`src/common/sfpx_defines.svh`:
```
/*
 Offsets, field positions, reset values and bus codes of the SIMD
 floating-point exception unit. Assumes a 32-bit AXI4-Lite register bus.
*/
`ifndef SFPX_DEFINES_SVH
`define SFPX_DEFINES_SVH

`define SFPX_ADDR_W        8
`define SFPX_OFF_CTRL      8'h00
`define SFPX_OFF_SYSC4     8'h04
`define SFPX_OFF_IRQ_ST    8'h08
`define SFPX_OFF_IRQ_MSK   8'h0c

`define SFPX_NUM_EXC       6
`define SFPX_BIT_INV       0
`define SFPX_BIT_DEN       1
`define SFPX_BIT_ZDIV      2
`define SFPX_BIT_OVF       3
`define SFPX_BIT_UNF       4
`define SFPX_BIT_INX       5
`define SFPX_BIT_DAZ       6
`define SFPX_MASK_LSB      7
`define SFPX_MASK_MSB      12
`define SFPX_BIT_OSOK      10

`define SFPX_MASK_RST      6'h3f
`define SFPX_IRQ_W         3
`define SFPX_IRQ_XF        0
`define SFPX_IRQ_UD        1
`define SFPX_IRQ_NN        2

`define SFPX_RESP_OKAY     2'h0
`define SFPX_RESP_SLVERR   2'h2

`endif

```
`src/common/sfpx_pkg.sv`:
```
/*
 Types of the SIMD floating-point exception unit.
 Assumes the constants header for widths.
*/
`include "sfpx_defines.svh"

package sfpx_pkg;

  typedef enum logic [1:0] {
    SFPX_K_INT,
    SFPX_K_FP,
    SFPX_K_X87T,
    SFPX_K_OTHER
  } sfpx_kind_e;

  typedef struct packed {
    logic                       valid;
    sfpx_kind_e                 kind;
    logic [`SFPX_NUM_EXC-1:0]   cond;
    logic                       nonnum;
  } sfpx_cmpl_s;

  typedef struct packed {
    logic        en;
    logic [31:0] data;
  } sfpx_load_s;

  typedef struct packed {
    logic xf;
    logic ud;
    logic nonnum;
    logic wb_en;
  } sfpx_fault_s;

endpackage

```
`src/hdl/sfpx_unit.sv`:
```
/*
 SIMD floating-point exception unit: control/status register, sticky
 flags, masks, fault delivery, denormal flush and AXI4-Lite slave.
 Assumes completion reports and operands synchronous to REF_CLK_IN.
*/
`timescale 1ns/1ps
`default_nettype none
`include "sfpx_defines.svh"

// Operation
// - six classes: invalid, divide-by-zero, denormal, overflow, underflow, inexact.
// - each class has its own flag and mask in the control/status register.
// - exceptions are precise, reported right when the instruction completes; here FAULT_OUT shows the fault one edge after completion.
// - packed integer ops never raise numeric exceptions; only fp ops may.
// - memory and non-numeric faults use the ordinary exception path.
// - masks written by load/restore; flags and masks read by store/save.
// - unmasked condition with os handler bit 10 set gives the simd fault.
// - os handler bit clear gives a bad-opcode fault instead.
// - the x87 truncating store never raises simd exceptions.
// - invalid flag is bit 0, invalid mask bit 7.
// - denormal flag is bit 1, denormal mask bit 8.
// - unmasked invalid suppresses destination writeback, operands unchanged.
// - with bit 6 set, denormal sources become signed zeros.
module sfpx_unit (
  input  wire logic                    REF_CLK_IN,
  input  wire logic                    RST_N_IN,
  input  wire logic [`SFPX_ADDR_W-1:0] S_AXI_AWADDR_IN,
  input  wire logic                    S_AXI_AWVALID_IN,
  output logic                         S_AXI_AWREADY_OUT,
  input  wire logic [31:0]             S_AXI_WDATA_IN,
  input  wire logic [3:0]              S_AXI_WSTRB_IN,
  input  wire logic                    S_AXI_WVALID_IN,
  output logic                         S_AXI_WREADY_OUT,
  output logic [1:0]                   S_AXI_BRESP_OUT,
  output logic                         S_AXI_BVALID_OUT,
  input  wire logic                    S_AXI_BREADY_IN,
  input  wire logic [`SFPX_ADDR_W-1:0] S_AXI_ARADDR_IN,
  input  wire logic                    S_AXI_ARVALID_IN,
  output logic                         S_AXI_ARREADY_OUT,
  output logic [31:0]                  S_AXI_RDATA_OUT,
  output logic [1:0]                   S_AXI_RRESP_OUT,
  output logic                         S_AXI_RVALID_OUT,
  input  wire logic                    S_AXI_RREADY_IN,
  input  wire sfpx_pkg::sfpx_cmpl_s    CMPL_IN,
  input  wire sfpx_pkg::sfpx_load_s    CORE_LOAD_IN,
  output logic [31:0]                  CORE_STORE_OUT,
  input  wire logic [31:0]             SRC_OPND_IN,
  output logic [31:0]                  SRC_FLUSHED_OUT,
  output sfpx_pkg::sfpx_fault_s        FAULT_OUT,
  output logic                         IRQ_OUT
);

  logic [`SFPX_NUM_EXC-1:0] flags_reg;
  logic [`SFPX_NUM_EXC-1:0] flags_next;
  logic [`SFPX_NUM_EXC-1:0] masks_reg;
  logic [`SFPX_NUM_EXC-1:0] masks_next;
  logic                     daz_reg;
  logic                     daz_next;
  logic                     os_ok_reg;
  logic [`SFPX_IRQ_W-1:0]   irq_st_reg;
  logic [`SFPX_IRQ_W-1:0]   irq_msk_reg;
  logic [`SFPX_IRQ_W-1:0]   irq_set;
  logic                     bvalid_reg;
  logic [1:0]               bresp_reg;
  logic                     rvalid_reg;
  logic [1:0]               rresp_reg;
  logic [31:0]              rdata_reg;
  logic [31:0]              flush_reg;
  sfpx_pkg::sfpx_fault_s    fault_reg;
  logic [`SFPX_NUM_EXC-1:0] cond_set;
  logic [`SFPX_NUM_EXC-1:0] unmasked;
  logic                     any_unm;
  logic                     wr_go;
  logic                     rd_go;
  logic [31:0]              ctrl_word;
  logic [31:0]              ctrl_merged;

  function automatic logic addr_hit(input logic [`SFPX_ADDR_W-1:0] a,
                                    input logic [`SFPX_ADDR_W-1:0] off);
    addr_hit = a == off;
  endfunction

  function automatic logic mapped(input logic [`SFPX_ADDR_W-1:0] a);
    mapped = addr_hit(a, `SFPX_OFF_CTRL) || addr_hit(a, `SFPX_OFF_SYSC4) ||
             addr_hit(a, `SFPX_OFF_IRQ_ST) || addr_hit(a, `SFPX_OFF_IRQ_MSK);
  endfunction

  function automatic logic [31:0] merge(input logic [31:0] old,
                                        input logic [31:0] wd,
                                        input logic [3:0]  st);
    logic [31:0] r;
    r = old;
    for (int i = 0; i < 4; i++) begin
      if (st[i]) begin
        r[8*i +: 8] = wd[8*i +: 8];
      end
    end
    merge = r;
  endfunction

  // denormal single: zero exponent, nonzero fraction
  function automatic logic [31:0] daz32(input logic [31:0] v);
    if (v[30:23] == 8'h00 && v[22:0] != 23'h000000) begin
      daz32 = {v[31], 31'h00000000};
    end else begin
      daz32 = v;
    end
  endfunction

  // layout: flags, denormals-as-zero, masks; bits above read zero
  assign ctrl_word = {19'h00000, masks_reg, daz_reg, flags_reg};

  sfpx_filter u_filter (
    .clk_in       (REF_CLK_IN),
    .rst_n_in     (RST_N_IN),
    .cmpl_in      (CMPL_IN),
    .mask_in      (masks_reg),
    .cond_out     (cond_set),
    .unmasked_out (unmasked)
  );

  assign any_unm = |unmasked;

  // bus handshake: write address and data taken together
  assign wr_go = S_AXI_AWVALID_IN && S_AXI_WVALID_IN && !bvalid_reg;
  assign rd_go = S_AXI_ARVALID_IN && !rvalid_reg;
  assign S_AXI_AWREADY_OUT = wr_go;
  assign S_AXI_WREADY_OUT  = wr_go;
  assign S_AXI_ARREADY_OUT = rd_go;
  assign S_AXI_BVALID_OUT  = bvalid_reg;
  assign S_AXI_BRESP_OUT   = bresp_reg;
  assign S_AXI_RVALID_OUT  = rvalid_reg;
  assign S_AXI_RRESP_OUT   = rresp_reg;
  assign S_AXI_RDATA_OUT   = rdata_reg;

  assign ctrl_merged = merge(ctrl_word, S_AXI_WDATA_IN, S_AXI_WSTRB_IN);

  // core load beats a bus write; a new condition beats both
  always_comb begin
    flags_next = flags_reg;
    masks_next = masks_reg;
    daz_next   = daz_reg;
    if (CORE_LOAD_IN.en) begin
      flags_next = CORE_LOAD_IN.data[`SFPX_BIT_INX:`SFPX_BIT_INV];
      masks_next = CORE_LOAD_IN.data[`SFPX_MASK_MSB:`SFPX_MASK_LSB];
      daz_next   = CORE_LOAD_IN.data[`SFPX_BIT_DAZ];
    end else if (wr_go && addr_hit(S_AXI_AWADDR_IN, `SFPX_OFF_CTRL)) begin
      flags_next = ctrl_merged[`SFPX_BIT_INX:`SFPX_BIT_INV];
      masks_next = ctrl_merged[`SFPX_MASK_MSB:`SFPX_MASK_LSB];
      daz_next   = ctrl_merged[`SFPX_BIT_DAZ];
    end
    flags_next = flags_next | cond_set;
  end

  always_ff @(posedge REF_CLK_IN) begin
    if (!RST_N_IN) begin
      flags_reg <= '0;
      masks_reg <= `SFPX_MASK_RST;
      daz_reg   <= 1'b0;
    end else begin
      flags_reg <= flags_next;
      masks_reg <= masks_next;
      daz_reg   <= daz_next;
    end
  end

  assign CORE_STORE_OUT = ctrl_word;

  always_ff @(posedge REF_CLK_IN) begin
    if (!RST_N_IN) begin
      os_ok_reg <= 1'b0;
    end else if (wr_go && addr_hit(S_AXI_AWADDR_IN, `SFPX_OFF_SYSC4) &&
                 S_AXI_WSTRB_IN[1]) begin
      os_ok_reg <= S_AXI_WDATA_IN[`SFPX_BIT_OSOK];
    end
  end

  // delivery one edge after completion, tied to that instruction
  always_ff @(posedge REF_CLK_IN) begin
    if (!RST_N_IN) begin
      fault_reg <= '0;
    end else begin
      fault_reg.xf     <= any_unm && os_ok_reg;
      fault_reg.ud     <= any_unm && !os_ok_reg;
      fault_reg.nonnum <= CMPL_IN.valid && CMPL_IN.nonnum;
      fault_reg.wb_en  <= CMPL_IN.valid && !CMPL_IN.nonnum &&
                          !unmasked[`SFPX_BIT_INV];
    end
  end
  assign FAULT_OUT = fault_reg;

  always_ff @(posedge REF_CLK_IN) begin
    if (!RST_N_IN) begin
      flush_reg <= '0;
    end else begin
      flush_reg <= daz_reg ? daz32(SRC_OPND_IN) : SRC_OPND_IN;
    end
  end
  assign SRC_FLUSHED_OUT = flush_reg;

  // interrupt: sticky events, read of the status word clears all but events of that same cycle
  assign irq_set = {CMPL_IN.valid && CMPL_IN.nonnum,
                    any_unm && !os_ok_reg, any_unm && os_ok_reg};

  always_ff @(posedge REF_CLK_IN) begin
    if (!RST_N_IN) begin
      irq_st_reg <= '0;
    end else if (rd_go && addr_hit(S_AXI_ARADDR_IN, `SFPX_OFF_IRQ_ST)) begin
      irq_st_reg <= irq_set;
    end else begin
      irq_st_reg <= irq_st_reg | irq_set;
    end
  end

  always_ff @(posedge REF_CLK_IN) begin
    if (!RST_N_IN) begin
      irq_msk_reg <= '0;
    end else if (wr_go && addr_hit(S_AXI_AWADDR_IN, `SFPX_OFF_IRQ_MSK) &&
                 S_AXI_WSTRB_IN[0]) begin
      irq_msk_reg <= S_AXI_WDATA_IN[`SFPX_IRQ_W-1:0];
    end
  end
  assign IRQ_OUT = |(irq_st_reg & irq_msk_reg);

  always_ff @(posedge REF_CLK_IN) begin
    if (!RST_N_IN) begin
      bvalid_reg <= 1'b0;
      bresp_reg  <= `SFPX_RESP_OKAY;
    end else if (wr_go) begin
      bvalid_reg <= 1'b1;
      bresp_reg  <= mapped(S_AXI_AWADDR_IN) ? `SFPX_RESP_OKAY
                                            : `SFPX_RESP_SLVERR;
    end else if (S_AXI_BREADY_IN) begin
      bvalid_reg <= 1'b0;
    end
  end

  always_ff @(posedge REF_CLK_IN) begin
    if (!RST_N_IN) begin
      rvalid_reg <= 1'b0;
      rresp_reg  <= `SFPX_RESP_OKAY;
      rdata_reg  <= '0;
    end else if (rd_go) begin
      rvalid_reg <= 1'b1;
      rresp_reg  <= mapped(S_AXI_ARADDR_IN) ? `SFPX_RESP_OKAY
                                            : `SFPX_RESP_SLVERR;
      rdata_reg  <= '0;
      if (addr_hit(S_AXI_ARADDR_IN, `SFPX_OFF_CTRL)) begin
        rdata_reg <= ctrl_word;
      end else if (addr_hit(S_AXI_ARADDR_IN, `SFPX_OFF_SYSC4)) begin
        rdata_reg[`SFPX_BIT_OSOK] <= os_ok_reg;
      end else if (addr_hit(S_AXI_ARADDR_IN, `SFPX_OFF_IRQ_ST)) begin
        rdata_reg[`SFPX_IRQ_W-1:0] <= irq_st_reg;
      end else if (addr_hit(S_AXI_ARADDR_IN, `SFPX_OFF_IRQ_MSK)) begin
        rdata_reg[`SFPX_IRQ_W-1:0] <= irq_msk_reg;
      end
    end else if (S_AXI_RREADY_IN) begin
      rvalid_reg <= 1'b0;
    end
  end
endmodule
`default_nettype wire

```
`src/hdl/sfpx_filter.sv`:
```
/*
 Qualifies raw exception conditions of a completing instruction.
 Assumes one completion report per cycle from the execution core.
*/
`timescale 1ns/1ps
`default_nettype none
`include "sfpx_defines.svh"

module sfpx_filter (
  input  wire logic                     clk_in,
  input  wire logic                     rst_n_in,
  input  wire sfpx_pkg::sfpx_cmpl_s     cmpl_in,
  input  wire logic [`SFPX_NUM_EXC-1:0] mask_in,
  output logic [`SFPX_NUM_EXC-1:0]      cond_out,
  output logic [`SFPX_NUM_EXC-1:0]      unmasked_out
);

  logic fp_done;

  // a memory fault stops the instruction before any numeric result
  assign fp_done = cmpl_in.valid && !cmpl_in.nonnum &&
                   cmpl_in.kind == sfpx_pkg::SFPX_K_FP;
  assign cond_out = fp_done ? cmpl_in.cond : '0;
  assign unmasked_out = cond_out & ~mask_in;
endmodule
`default_nettype wire

```
`config.mk`:
```
export PLATFORM = sky130hd
export DESIGN_NAME = sfpx_unit
export DESIGN_NICKNAME = d
export VERILOG_FILES = /design/src/common/sfpx_pkg.sv /design/src/hdl/sfpx_unit.sv /design/src/hdl/sfpx_filter.sv
export VERILOG_INCLUDE_DIRS = /design/src /design/src/common
export SDC_FILE = /design/constraint.sdc
export NUM_CORES = 1
export LEC_CHECK = 0
export BUFFER_PORTS_ARGS = -buffer_cell sky130_fd_sc_hd__buf_2
export CAP_MARGIN = 10
export CELL_PAD_IN_SITES_DETAIL_PLACEMENT = 1
export CELL_PAD_IN_SITES_GLOBAL_PLACEMENT = 2
export CORE_MARGIN = 2
export CORE_UTILIZATION = 18
export DETAILED_ROUTE_END_ITERATION = 6
export PLACE_DENSITY_LB_ADDON = 0.1
export SLEW_MARGIN = 5
export SYNTH_ARGS = -nofsm -noshare
export SYNTH_HDL_FRONTEND = slang
export SYNTH_SLANG_ARGS = --single-unit
```
`constraint.sdc`:
```
create_clock -name REF_CLK_IN -period 1.7 [get_ports REF_CLK_IN]
set_clock_uncertainty 0.1 [all_clocks]
set_input_delay 0.34 -clock REF_CLK_IN [delete_from_list [all_inputs] [get_ports REF_CLK_IN]]
set_output_delay 0.34 -clock REF_CLK_IN [all_outputs]
set_load 0.01 [all_outputs]
```
Yosys cells after proc, flatten, opt, wreduce, memory -nomap -nowiden

Index checks and enable logic that the tools add are counted.

Memory bits (read-only): 0
Bits of input ports: 134
Memories: 0
Register bits: 94
Bits in latches: 0
RAM bits: 0

Equal/unequal tests: 7
Divide/modulo/power cells: 0
Reductions and logical operators: 40
Shift operators: 0
$mul: 0
Bitwise gates (word level): 5
Add/sub/neg operators: 0
Order comparisons: 0
Mux-type cells: 26

Operators by type and width:

| kind               | count |
|---|---|
| $mux 31            | 2 |
| $eq 8x4->1 const B | 4 |
| $mux 6             | 5 |
| $logic_not 8->1    | 3 |
| $reduce_bool 23->1 | 1 |
| $eq 8x3->1 const B | 2 |
| $logic_and 1x1->1  | 16 |
| $mux 3             | 5 |
| $reduce_bool 2->1  | 5 |
| $mux 1             | 8 |
| $mux 8             | 1 |
| $mux 7             | 1 |
| $and 6x6->6        | 1 |
| $logic_or 1x1->1   | 6 |
| $mux 2             | 3 |
| $not 6->6          | 1 |
| $or 6x6->6         | 1 |
| $reduce_or 6->1    | 1 |
| $logic_not 1->1    | 5 |
| $mux 5             | 1 |
| $reduce_and 2->1   | 2 |
| $and 3x3->3        | 1 |
| $or 3x3->3         | 1 |
| $reduce_or 3->1    | 1 |
| $eq 2x1->1 const B | 1 |

Depth between registers and ports, before layout

Gate-level depths: netlist of run 1.

Depth after elaboration: 9
Mapped depth: 5
Mapped depth without buffers: 4

Hierarchy

From an unflattened synthesis of run 1, not the netlist that was laid out.

Cell total of the unflattened synthesis: 361
Area total of the unflattened synthesis: 3,265.6 um^2

By module, submodules not included:

| module      | seq. area each (um^2) | times used | cells an instance | area an instance (um^2) |
|---|---|---|---|---|
| sfpx_unit   | 1,461.4               | 1          | 347               | 3,106.7 |
| sfpx_filter | 0.0                   | 1          | 14                | 158.9 |

Least setup slack after synthesis of run 1

OpenSTA, ideal clock, no wires.

Path kind: input port to flip-flop
Start: in S_AXI_AWADDR_IN[1]
End: reg flags_reg[0]
Data arrival time: 1.449 ns
Data required time: 1.478 ns
Setup time: 0.122 ns
Stages on the path: 4
Setup slack: 0.029 ns
Path through: nor4_4 nand4_4 nor2b_4 a221o_1

Longest elaborated chain between the ends: 5

RTL lines:

| element                | RTL line         | source |
|---|---|---|
| start: declaration     | sfpx_unit.sv:27  | `` input wire logic [`SFPX_ADDR_W-1:0] S_AXI_AWADDR_IN, `` |
| $logic_not 8->1        | sfpx_unit.sv:80  | `addr_hit = a == off;` |
| $logic_and 1x1->1      | sfpx_unit.sv:147 | `` end else if (wr_go && addr_hit(S_AXI_AWADDR_IN, `SFPX_OFF_CTRL)) begin `` |
| $mux 6                 | sfpx_unit.sv:147 |  |
| $mux 6                 | sfpx_unit.sv:143 | `if (CORE_LOAD_IN.en) begin` |
| $or 6x6->6             | sfpx_unit.sv:152 | `flags_next = flags_next \| cond_set;` |
| end signal: assignment | sfpx_unit.sv:161 | `flags_reg <= flags_next;` |
| end: declaration       | sfpx_unit.sv:53  | `` logic [`SFPX_NUM_EXC-1:0] flags_reg; `` |

Every way passes these cells.
A chain may end at the register's enable or synchronous reset.

Final worst setup path of run 1

Start: reg irq_st_reg[1]
End: out IRQ_OUT

Longest elaborated chain between the ends: 2

RTL lines:

| element                  | RTL line         | source |
|---|---|---|
| start: declaration       | sfpx_unit.sv:60  | `` logic [`SFPX_IRQ_W-1:0] irq_st_reg; `` |
| start signal: assignment | sfpx_unit.sv:209 | `irq_st_reg <= irq_set;` |
| start signal: assignment | sfpx_unit.sv:211 | `irq_st_reg <= irq_st_reg \| irq_set;` |
| $and 3x3->3              | sfpx_unit.sv:223 | `assign IRQ_OUT = \|(irq_st_reg & irq_msk_reg);` |
| $reduce_or 3->1          | sfpx_unit.sv:223 |  |
| end: declaration         | sfpx_unit.sv:50  | `output logic IRQ_OUT` |

Every way passes these cells.

==> impl_metrics.json, run 1 <==
{
  "drc": 0,
  "crit_path_start_kind": "flip-flop",
  "initial_core_util": 0.183,
  "clock_sinks": 73,
  "grt_pass1_wl_mm": 17.2,
  "htree_levels": 3,
  "syn_area_um2": 3160,
  "post-place-ws_ns": -0.168,
  "core_um2": 17200,
  "cp_top_family": "compound AO/OA/AOI/OAI gates",
  "drv_slew": 0,
  "yosysSeqAreaShare": 0.463,
  "cp.arrival_ns": 1.24,
  "crit_chain": "a222oi_1, inv_1, buf_2",
  "place_congestion": 0.753,
  "cts_root_buf": "clkbuf_16",
  "area_growth_pct": 46.9,
  "ios": 244,
  "hold_class": "in -> reg",
  "max_freq_mhz": 596,
  "clk_path_buf_depth": 2,
  "maxCapViolations": 0,
  "total_power_mw": 4.49,
  "dp.cells": 746,
  "final_cell_mix": "buf_2, dfxtp_1, nor2_1, conb_1, nand2_1",
  "max_stage_delay_ns": 0.36,
  "synth_edf_count": 0,
  "status": "finished, final reports clean",
  "synth_seq_cells": 73,
  "avgSynthCellArea_um2": 9.10,
  "end_kind": "output pin",
  "synth_ff_type": "dfxtp_1",
  "fin_ws_ns": 0.0219,
  "cpMaxStageDelayCell": "a222oi_1",
  "die_area_um2": 18600,
  "overflow": 0,
  "wire_per_inst_um": 15.1,
  "power_per_cell_area_nw_per_um2": 968,
  "required_ns": 1.26,
  "criticalPathCategory": "reg -> out",
  "row_count": 48,
  "clk_latency_ns": 0.34,
  "cts-buffers-inserted": 9,
  "finalHoldViolCount": 0,
  "crit_path_max_fanout": 3,
  "antenna_found_initial": 1,
  "drt-initial-drc-count": 74,
  "ys_warn_count": 0,
  "nNetsFinal": 668,
  "grt_pass1_vias": 3090,
  "final_common_cell": "buf_2",
  "finalSetupViolCount": 0,
  "grt.total_usage": 0.125,
  "vias_per_cell": 3.94,
  "cts.clk_slew.worst_paths_ns": 0.06,
  "detail-route-antenna-nets": 0,
  "timing.final.crit_period_ns": 1.68,
  "dp_hpwl_mm": 9.53,
  "tritoncts": "built",
  "fill_cells": 2057,
  "drt_first_pass_iters": 4,
  "final_cell_area_um2": 4640,
  "largest_reg_flops": 32,
  "syn_inst": 347,
  "die_x_um": 136,
  "die_h_um": 136,
  "fin_cells": 764,
  "grt_max_degree": 27,
  "ir_worst_vdd_v": 0.000440,
  "async_flop_share": 0,
  "p_leak_nw": 2.36,
  "fin_crit_sh": 0.987,
  "dpl_cell_area_um2": 4290,
  "crit_buf_inv": 2,
  "io_buffers": 163,
  "r2r_slack_ns": 0.11,
  "wirelength_mm": 11.5,
  "vias": 3008,
  "drive_gt1_frac": 0.428,
  "holdWs_ns": 0.104,
  "rsz0062_at_grt": "yes",
  "synth.distinct_cells": 43
}
## cell families (layout without fill, tap and decap cells)
| family | Yosys count | in the layout | synth area share |
|---|---|---|---|
| and+or+nand+nor | 134 | 134 | 0.221 |
| muxes | 18 | 18 | 0.0586 |
| DFF | 73 | 73 | 0.463 |
| buffers and inverters | 72 | 224 | 0.137 |
| AOI/OAI and AO/OA | 49 | 49 | 0.119 |
| other | 1 | 41 | 0.00119 |
## metrics by stage
step                TNS (ns)   util
floorplan                  0      -
global placement       -2.55  0.249
detailed placement     -2.66  0.249
CTS                        0  0.269
global route         -0.0612  0.269
finish                     0  0.269
## repair_timing
item,CTS,global route
cloned,0,0
hold buffers,0,0
buffers inserted,2,0
resized for setup,4,2
endpoints found under the setup margin,10,6
pin swaps,1,0
## per-layer routing
layer,GRT usage,vias to the layer above,wire length (um)
met2,0.203,115,5490
li1,-,1482,-
met4,0.0382,0,143
met5,0,-,0
met1,0.146,1402,4850
met3,0.0611,9,1050
## path summary, 6_finish.rpt
check,startpoint,endpoint,cells past startpoint
worst max-delay path,irq_st_reg[1],IRQ_OUT,3
worst min-delay path,CMPL_IN[0],FAULT_OUT[0],2
worst max register to register,S_AXI_BVALID_OUT,masks_reg[4],6
worst min register to register,S_AXI_RDATA_OUT[10],S_AXI_RDATA_OUT[10],2
## where the power goes
part           switching, mW  internal, mW  total [mW]
Clock                  0.717          1.40        2.12
Sequential            0.0376          1.79        1.82
Combinational          0.308         0.245       0.553
Total                   1.06          3.43        4.49
## worst reg2reg max path: stages (launching register included)
cell and delay [ns]:
dfxtp_2 0.34, and3b_2 0.24, buf_4 0.16, a41oi_4 0.17
buf_4 0.20, mux2i_1 0.20, nand2_1 0.06
## layout make-up
cell class                      instances  area (um^2)  share of cell area
Sequential cell                        73         1470               0.316
Timing Repair Buffer                  197         1100               0.236
Tap cell                              225          282              0.0607
Inverter                               12         45.0             0.00971
Antenna cell                            1         2.50            0.000539
Multi-Input combinational cell        241         1420               0.306
Clock buffer                           13          270              0.0583
Clock inverter                          2         60.1              0.0129
## synthesized netlist by cell type, types with 3 or more instances
master     n  share of area
a22oi_1   15          0.036
nand2b_1   3         0.0059
o22ai_1    3         0.0059
nand2_1   33          0.039
a31oi_1    3         0.0059
buf_2      5         0.0079
dfxtp_1   73           0.46
a21oi_1    7          0.011
inv_1     12          0.014
nor4_1     8          0.016
nand3_1    7          0.011
nor3_1     3         0.0048
mux2_2     4          0.014
o21ai_0    5         0.0079
a221o_1    5          0.016
buf_4     42           0.10
and2_1    12          0.024
a22o_1     3         0.0083
clkbuf_1  13          0.015
nor2_1    49          0.058
mux2i_1   14          0.044
Power figures use the tool's default switching activity.
==> run 2, diff against run 1 <==
==> constraint.sdc (replaced) <==
create_clock -name REF_CLK_IN -period 1.7 [get_ports REF_CLK_IN]
set_clock_uncertainty 0.1 [all_clocks]
set_input_delay 0.255 -clock REF_CLK_IN [delete_from_list [all_inputs] [get_ports REF_CLK_IN]]
set_output_delay 0.255 -clock REF_CLK_IN [all_outputs]
set_load 0.01 [all_outputs]
==> impl_metrics.json, run 2 (synthesized netlist as in run 1, its figures left out) <==
{
  "crit_path_max_fanout": 8,
  "cp.arrival_ns": 1.82,
  "tightest_slew_ns": 0.479,
  "fin_util": 0.270,
  "combPwrFrac": 0.119,
  "criticalPathCategory": "in -> reg",
  "pwr-share-clk": 0.486,
  "antenna_found_initial": 2,
  "clk_path_buf_depth": 2,
  "detail-route-antenna-nets": 0,
  "fill_cells": 2081,
  "ios": 244,
  "io_buffers": 163,
  "clock_sinks": 73,
  "sequentialPowerShare": 0.395,
  "wire_per_inst_um": 15.4,
  "p_int_mw": 3.49,
  "netSwitchingFraction": 0.244,
  "die_area_um2": 18600,
  "p_leak_nw": 2.35,
  "fin_ws_ns": 0.0691,
  "ir_worst_vdd_v": 0.000466,
  "dp.cells": 742,
  "required_ns": 1.89,
  "drive_gt1_frac": 0.426,
  "core_um2": 17200,
  "grt.total_usage": 0.127,
  "finalSetupViolCount": 0,
  "end_kind": "flip-flop",
  "final_common_cell": "buf_2",
  "vias": 2991,
  "htree_levels": 3,
  "place_congestion": 0.710,
  "p_sw_mw": 1.13,
  "clk_latency_ns": 0.34,
  "hold_class": "in -> reg",
  "post-place-ws_ns": -0.0496,
  "cts.clk_slew.worst_paths_ns": 0.06,
  "grt_pass1_wl_mm": 17.7,
  "overflow": 0,
  "rsz0062_at_grt": "no",
  "drv_slew": 0,
  "setup_tns_ns": 0,
  "drt-initial-drc-count": 93,
  "finalHoldViolCount": 0,
  "nNetsFinal": 664,
  "power_per_cell_area_nw_per_um2": 992,
  "initial_core_util": 0.183,
  "grt_max_degree": 27,
  "area_growth_pct": 47.4,
  "max_freq_mhz": 613,
  "timing.final.crit_period_ns": 1.63,
  "final_cell_mix": "buf_2, dfxtp_1, nor2_1, conb_1, nand2_1",
  "die_h_um": 136,
  "crit_path_start_kind": "input pin",
  "tritoncts": "built",
  "row_count": 48,
  "slew_headroom": 0.672,
  "maxCapViolations": 0,
  "dp_hpwl_mm": 9.46,
  "drt_first_pass_iters": 4,
  "holdWs_ns": 0.0254,
  "cts-buffers-inserted": 9,
  "vias_per_cell": 3.93,
  "grt_pass1_vias": 3086,
  "fin_crit_sh": 0.959,
  "die_x_um": 136,
  "status": "finished, final reports clean",
  "drc": 0,
  "wirelength_mm": 11.7,
  "cts_root_buf": "clkbuf_16",
  "largest_reg_flops": 32,
  "fin_cells": 761
}
[run 2: routing by layer]
metal / GRT usage / routed length, um / share of wire / up-vias
li1: - / - / - / 1475
met1: 0.154 / 5100 / 0.44 / 1389
met2: 0.202 / 5430 / 0.46 / 112
met3: 0.0563 / 1040 / 0.088 / 13
met4: 0.0347 / 141 / 0.012 / 2
met5: 0 / 11 / 0.00094 / -
[run 2: repair_timing]
item                       CTS  global route
pin swaps                    0             2
buffers inserted             0             1
setup endpoints to repair    7            11
hold endpoints to repair     1             0
resized for setup            1             5
hold buffers                 1             0
[run 2: per-stage QoR]
stage	cell area, um^2	power, mW
floorplan	3310	2.18
global placement	4270	2.41
detailed placement	4270	2.41
CTS	4620	4.70
global route	4650	4.83
finish	4660	4.62
[run 2: power by group through the flow]
stage          Sequential, mW  Clock, mW  Combinational [mW]
2_1_floorplan            1.89          0               0.291
3_3_place_gp             1.86          0               0.549
3_5_place_dp             1.86          0               0.551
4_1_cts                  1.82       2.32               0.555
5_1_grt                  1.83       2.39               0.612
6_report                 1.82       2.25               0.549
[run 2: path summary, 6_finish.rpt]
check / startpoint / slack [ns] / endpoint / cells after the start
setup reg to reg: S_AXI_BVALID_OUT / 0.15 / flags_reg[0] / 5
hold / removal: SRC_OPND_IN[25] / 0.03 / SRC_FLUSHED_OUT[25] / 2
setup / recovery: CMPL_IN[0] / 0.07 / flags_reg[3] / 7
hold reg to reg: S_AXI_RDATA_OUT[10] / 0.36 / S_AXI_RDATA_OUT[10] / 2
[run 2: worst max-delay path: stages]
cell and delay (ns):
dlygate4sd3_1 0.54, buf_2 0.14, nor4bb_2 0.27, buf_4 0.21
a22oi_1 0.09, nor2_1 0.19, a221o_1 0.13
[run 2: cell type report]
class / instances / area, um^2 / area share
diodes: 1 / 2.50 / 0.000537
well taps: 225 / 282 / 0.0605
clock buffers: 10 / 239 / 0.0513
inverters: 12 / 45.0 / 0.00967
clock inverters: 6 / 105 / 0.0226
multi-input cells: 241 / 1440 / 0.309
repair buffers: 193 / 1080 / 0.232
flip-flops and latches: 73 / 1460 / 0.314
==> run 3, diff against run 2 <==
--- a/config.mk
+++ b/config.mk
@@ -8,7 +8,7 @@
 export LEC_CHECK = 0
 export BUFFER_PORTS_ARGS = -buffer_cell sky130_fd_sc_hd__buf_2
 export CAP_MARGIN = 10
-export CELL_PAD_IN_SITES_DETAIL_PLACEMENT = 1
+export CELL_PAD_IN_SITES_DETAIL_PLACEMENT = 2
 export CELL_PAD_IN_SITES_GLOBAL_PLACEMENT = 2
 export CORE_MARGIN = 2
 export CORE_UTILIZATION = 18
==> impl_metrics.json, run 3 (synthesized netlist as in run 1, its figures left out) <==
{
  "status": "finished, final reports clean",
  "die_h_um": 136,
  "ir_worst_vdd_v": 0.000595,
  "wirelength_mm": 12.2,
  "hold_start": "CMPL_IN[0]",
  "htree_levels": 3,
  "required_ns": 1.34,
  "cp.arrival_ns": 1.25,
  "fin_crit_sh": 0.946,
  "grt.total_usage": 0.133,
  "max_freq_mhz": 622,
  "criticalPathCategory": "reg -> out",
  "p_leak_nw": 2.38,
  "timing.rr.start": "S_AXI_BVALID_OUT",
  "pwr-share-clk": 0.529,
  "initial_core_util": 0.183,
  "clk_path_buf_depth": 2,
  "finalSetupViolCount": 0,
  "fin_util": 0.273,
  "cts-buffers-inserted": 9,
  "crit_path_max_fanout": 4,
  "ios": 244,
  "end_kind": "output pin",
  "vias": 3062,
  "tightest_slew_ns": 0.490,
  "drc": 0,
  "hold_class": "in -> reg",
  "rsz0062_at_grt": "no",
  "slew_headroom": 0.665,
  "wire_per_inst_um": 16.0,
  "vias_per_cell": 4.02,
  "multi_input_area_um2": 1420,
  "combPwrFrac": 0.109,
  "drv_slew": 0,
  "overflow": 0,
  "sequentialPowerShare": 0.362,
  "final_cell_area_um2": 4700,
  "die_x_um": 136,
  "post-place-ws_ns": -0.0874,
  "dp.cells": 742,
  "core_um2": 17200,
  "area_growth_pct": 48.8,
  "row_count": 48,
  "clk_latency_ns": 0.34,
  "timing.final.crit_period_ns": 1.61,
  "setup_tns_ns": 0,
  "die_area_um2": 18600,
  "fill_cells": 1988,
  "antenna_found_initial": 2,
  "place_congestion": 0.710,
  "largest_reg_flops": 32,
  "power_per_cell_area_nw_per_um2": 1070,
  "detail-route-antenna-nets": 0,
  "cts.clk_slew.worst_paths_ns": 0.06,
  "drt_first_pass_iters": 5,
  "hold_buffers": 0,
  "p_int_mw": 3.91,
  "maxCapViolations": 0,
  "startpoint": "S_AXI_BVALID_OUT",
  "grt_pass1_wl_mm": 18.4,
  "cts_root_buf": "clkbuf_16",
  "tritoncts": "built",
  "p_sw_mw": 1.13,
  "nNetsFinal": 663,
  "dp_hpwl_mm": 9.97,
  "finalHoldViolCount": 0,
  "netSwitchingFraction": 0.224,
  "fin_ws_ns": 0.0916,
  "clock_sinks": 73,
  "fin_cells": 762,
  "dpl_cell_area_um2": 4270,
  "ff_latch_area_um2": 1460,
  "grt_pass1_vias": 3253,
  "final_cell_mix": "buf_2, dfxtp_1, nor2_1, conb_1, nand2_1",
  "drive_gt1_frac": 0.421,
  "final_common_cell": "buf_2",
  "drt-initial-drc-count": 52,
  "grt_max_degree": 27,
  "io_buffers": 163,
  "crit_path_start_kind": "flip-flop"
}
run 3: cell count changes in the layout (fill, tap and decap cells not counted):
cell	change
bufinv_16	+3
clkbuf_8	-1
clkinv_2	-3
diode_2	+2
dlygate4sd3_1	-1
inv_6	+1
nor2_1	+1
nor2_2	-1
nor4bb_1	+1
nor4bb_2	-1
o311a_1	+1
o311a_4	-1
run 3: final cells by class:
class | count | area share
timing repair buffer | 192 | 0.228
antenna | 3 | 0.00160
sequential | 73 | 0.311
clock inverter | 7 | 0.0402
clock buffer | 9 | 0.0479
multi-input combinational | 241 | 0.302
tap | 225 | 0.0599
inverter | 12 | 0.00958
run 3: final timing paths:
path / to / cells past startpoint / slack [ns]
worst min register to register: S_AXI_RDATA_OUT[2] / 2 / 0.36
worst max-delay path: S_AXI_WREADY_OUT / 3 / 0.09
worst max register to register: flags_reg[1] / 5 / 0.13
worst min-delay path: FAULT_OUT[0] / 2 / 0.02
run 3: what timing repair did:
action	in CTS	in global routing
buffers inserted	0	1
gates resized for setup	1	2
endpoints found under the setup margin	8	7
run 3: power groups by stage:
stage          logic [mW]  registers [mW]  clock network (mW)
2_1_floorplan       0.291            1.89                   0
3_5_place_dp        0.557            1.86                   0
3_3_place_gp        0.549            1.86                   0
4_1_cts             0.559            1.82                2.77
5_1_grt             0.614            1.83                2.84
6_report            0.551            1.82                2.66
run 3: per-layer routing:
layer / up-vias / global-route usage / share of wire
li1: 1478 / - / -
met1: 1454 / 0.149 / 0.41
met2: 117 / 0.221 / 0.48
met3: 11 / 0.0619 / 0.098
met4: 2 / 0.0440 / 0.010
met5: - / 0 / 0.00057
run 3: worst max-delay path: stages (launching register included):
cell,delay [ns]
dfxtp_1,0.35
and3b_2,0.27
buf_4,0.16
buf_2,0.14
run 3: through the flow:
stage / hold WS [ns] / total power, mW
2_1_floorplan: 0.227 / 2.18
3_3_place_gp: 0.351 / 2.41
3_5_place_dp: 0.363 / 2.42
4_1_cts: 0.00480 / 5.15
5_1_grt: 0.00906 / 5.29
6_report: 0.0191 / 5.04
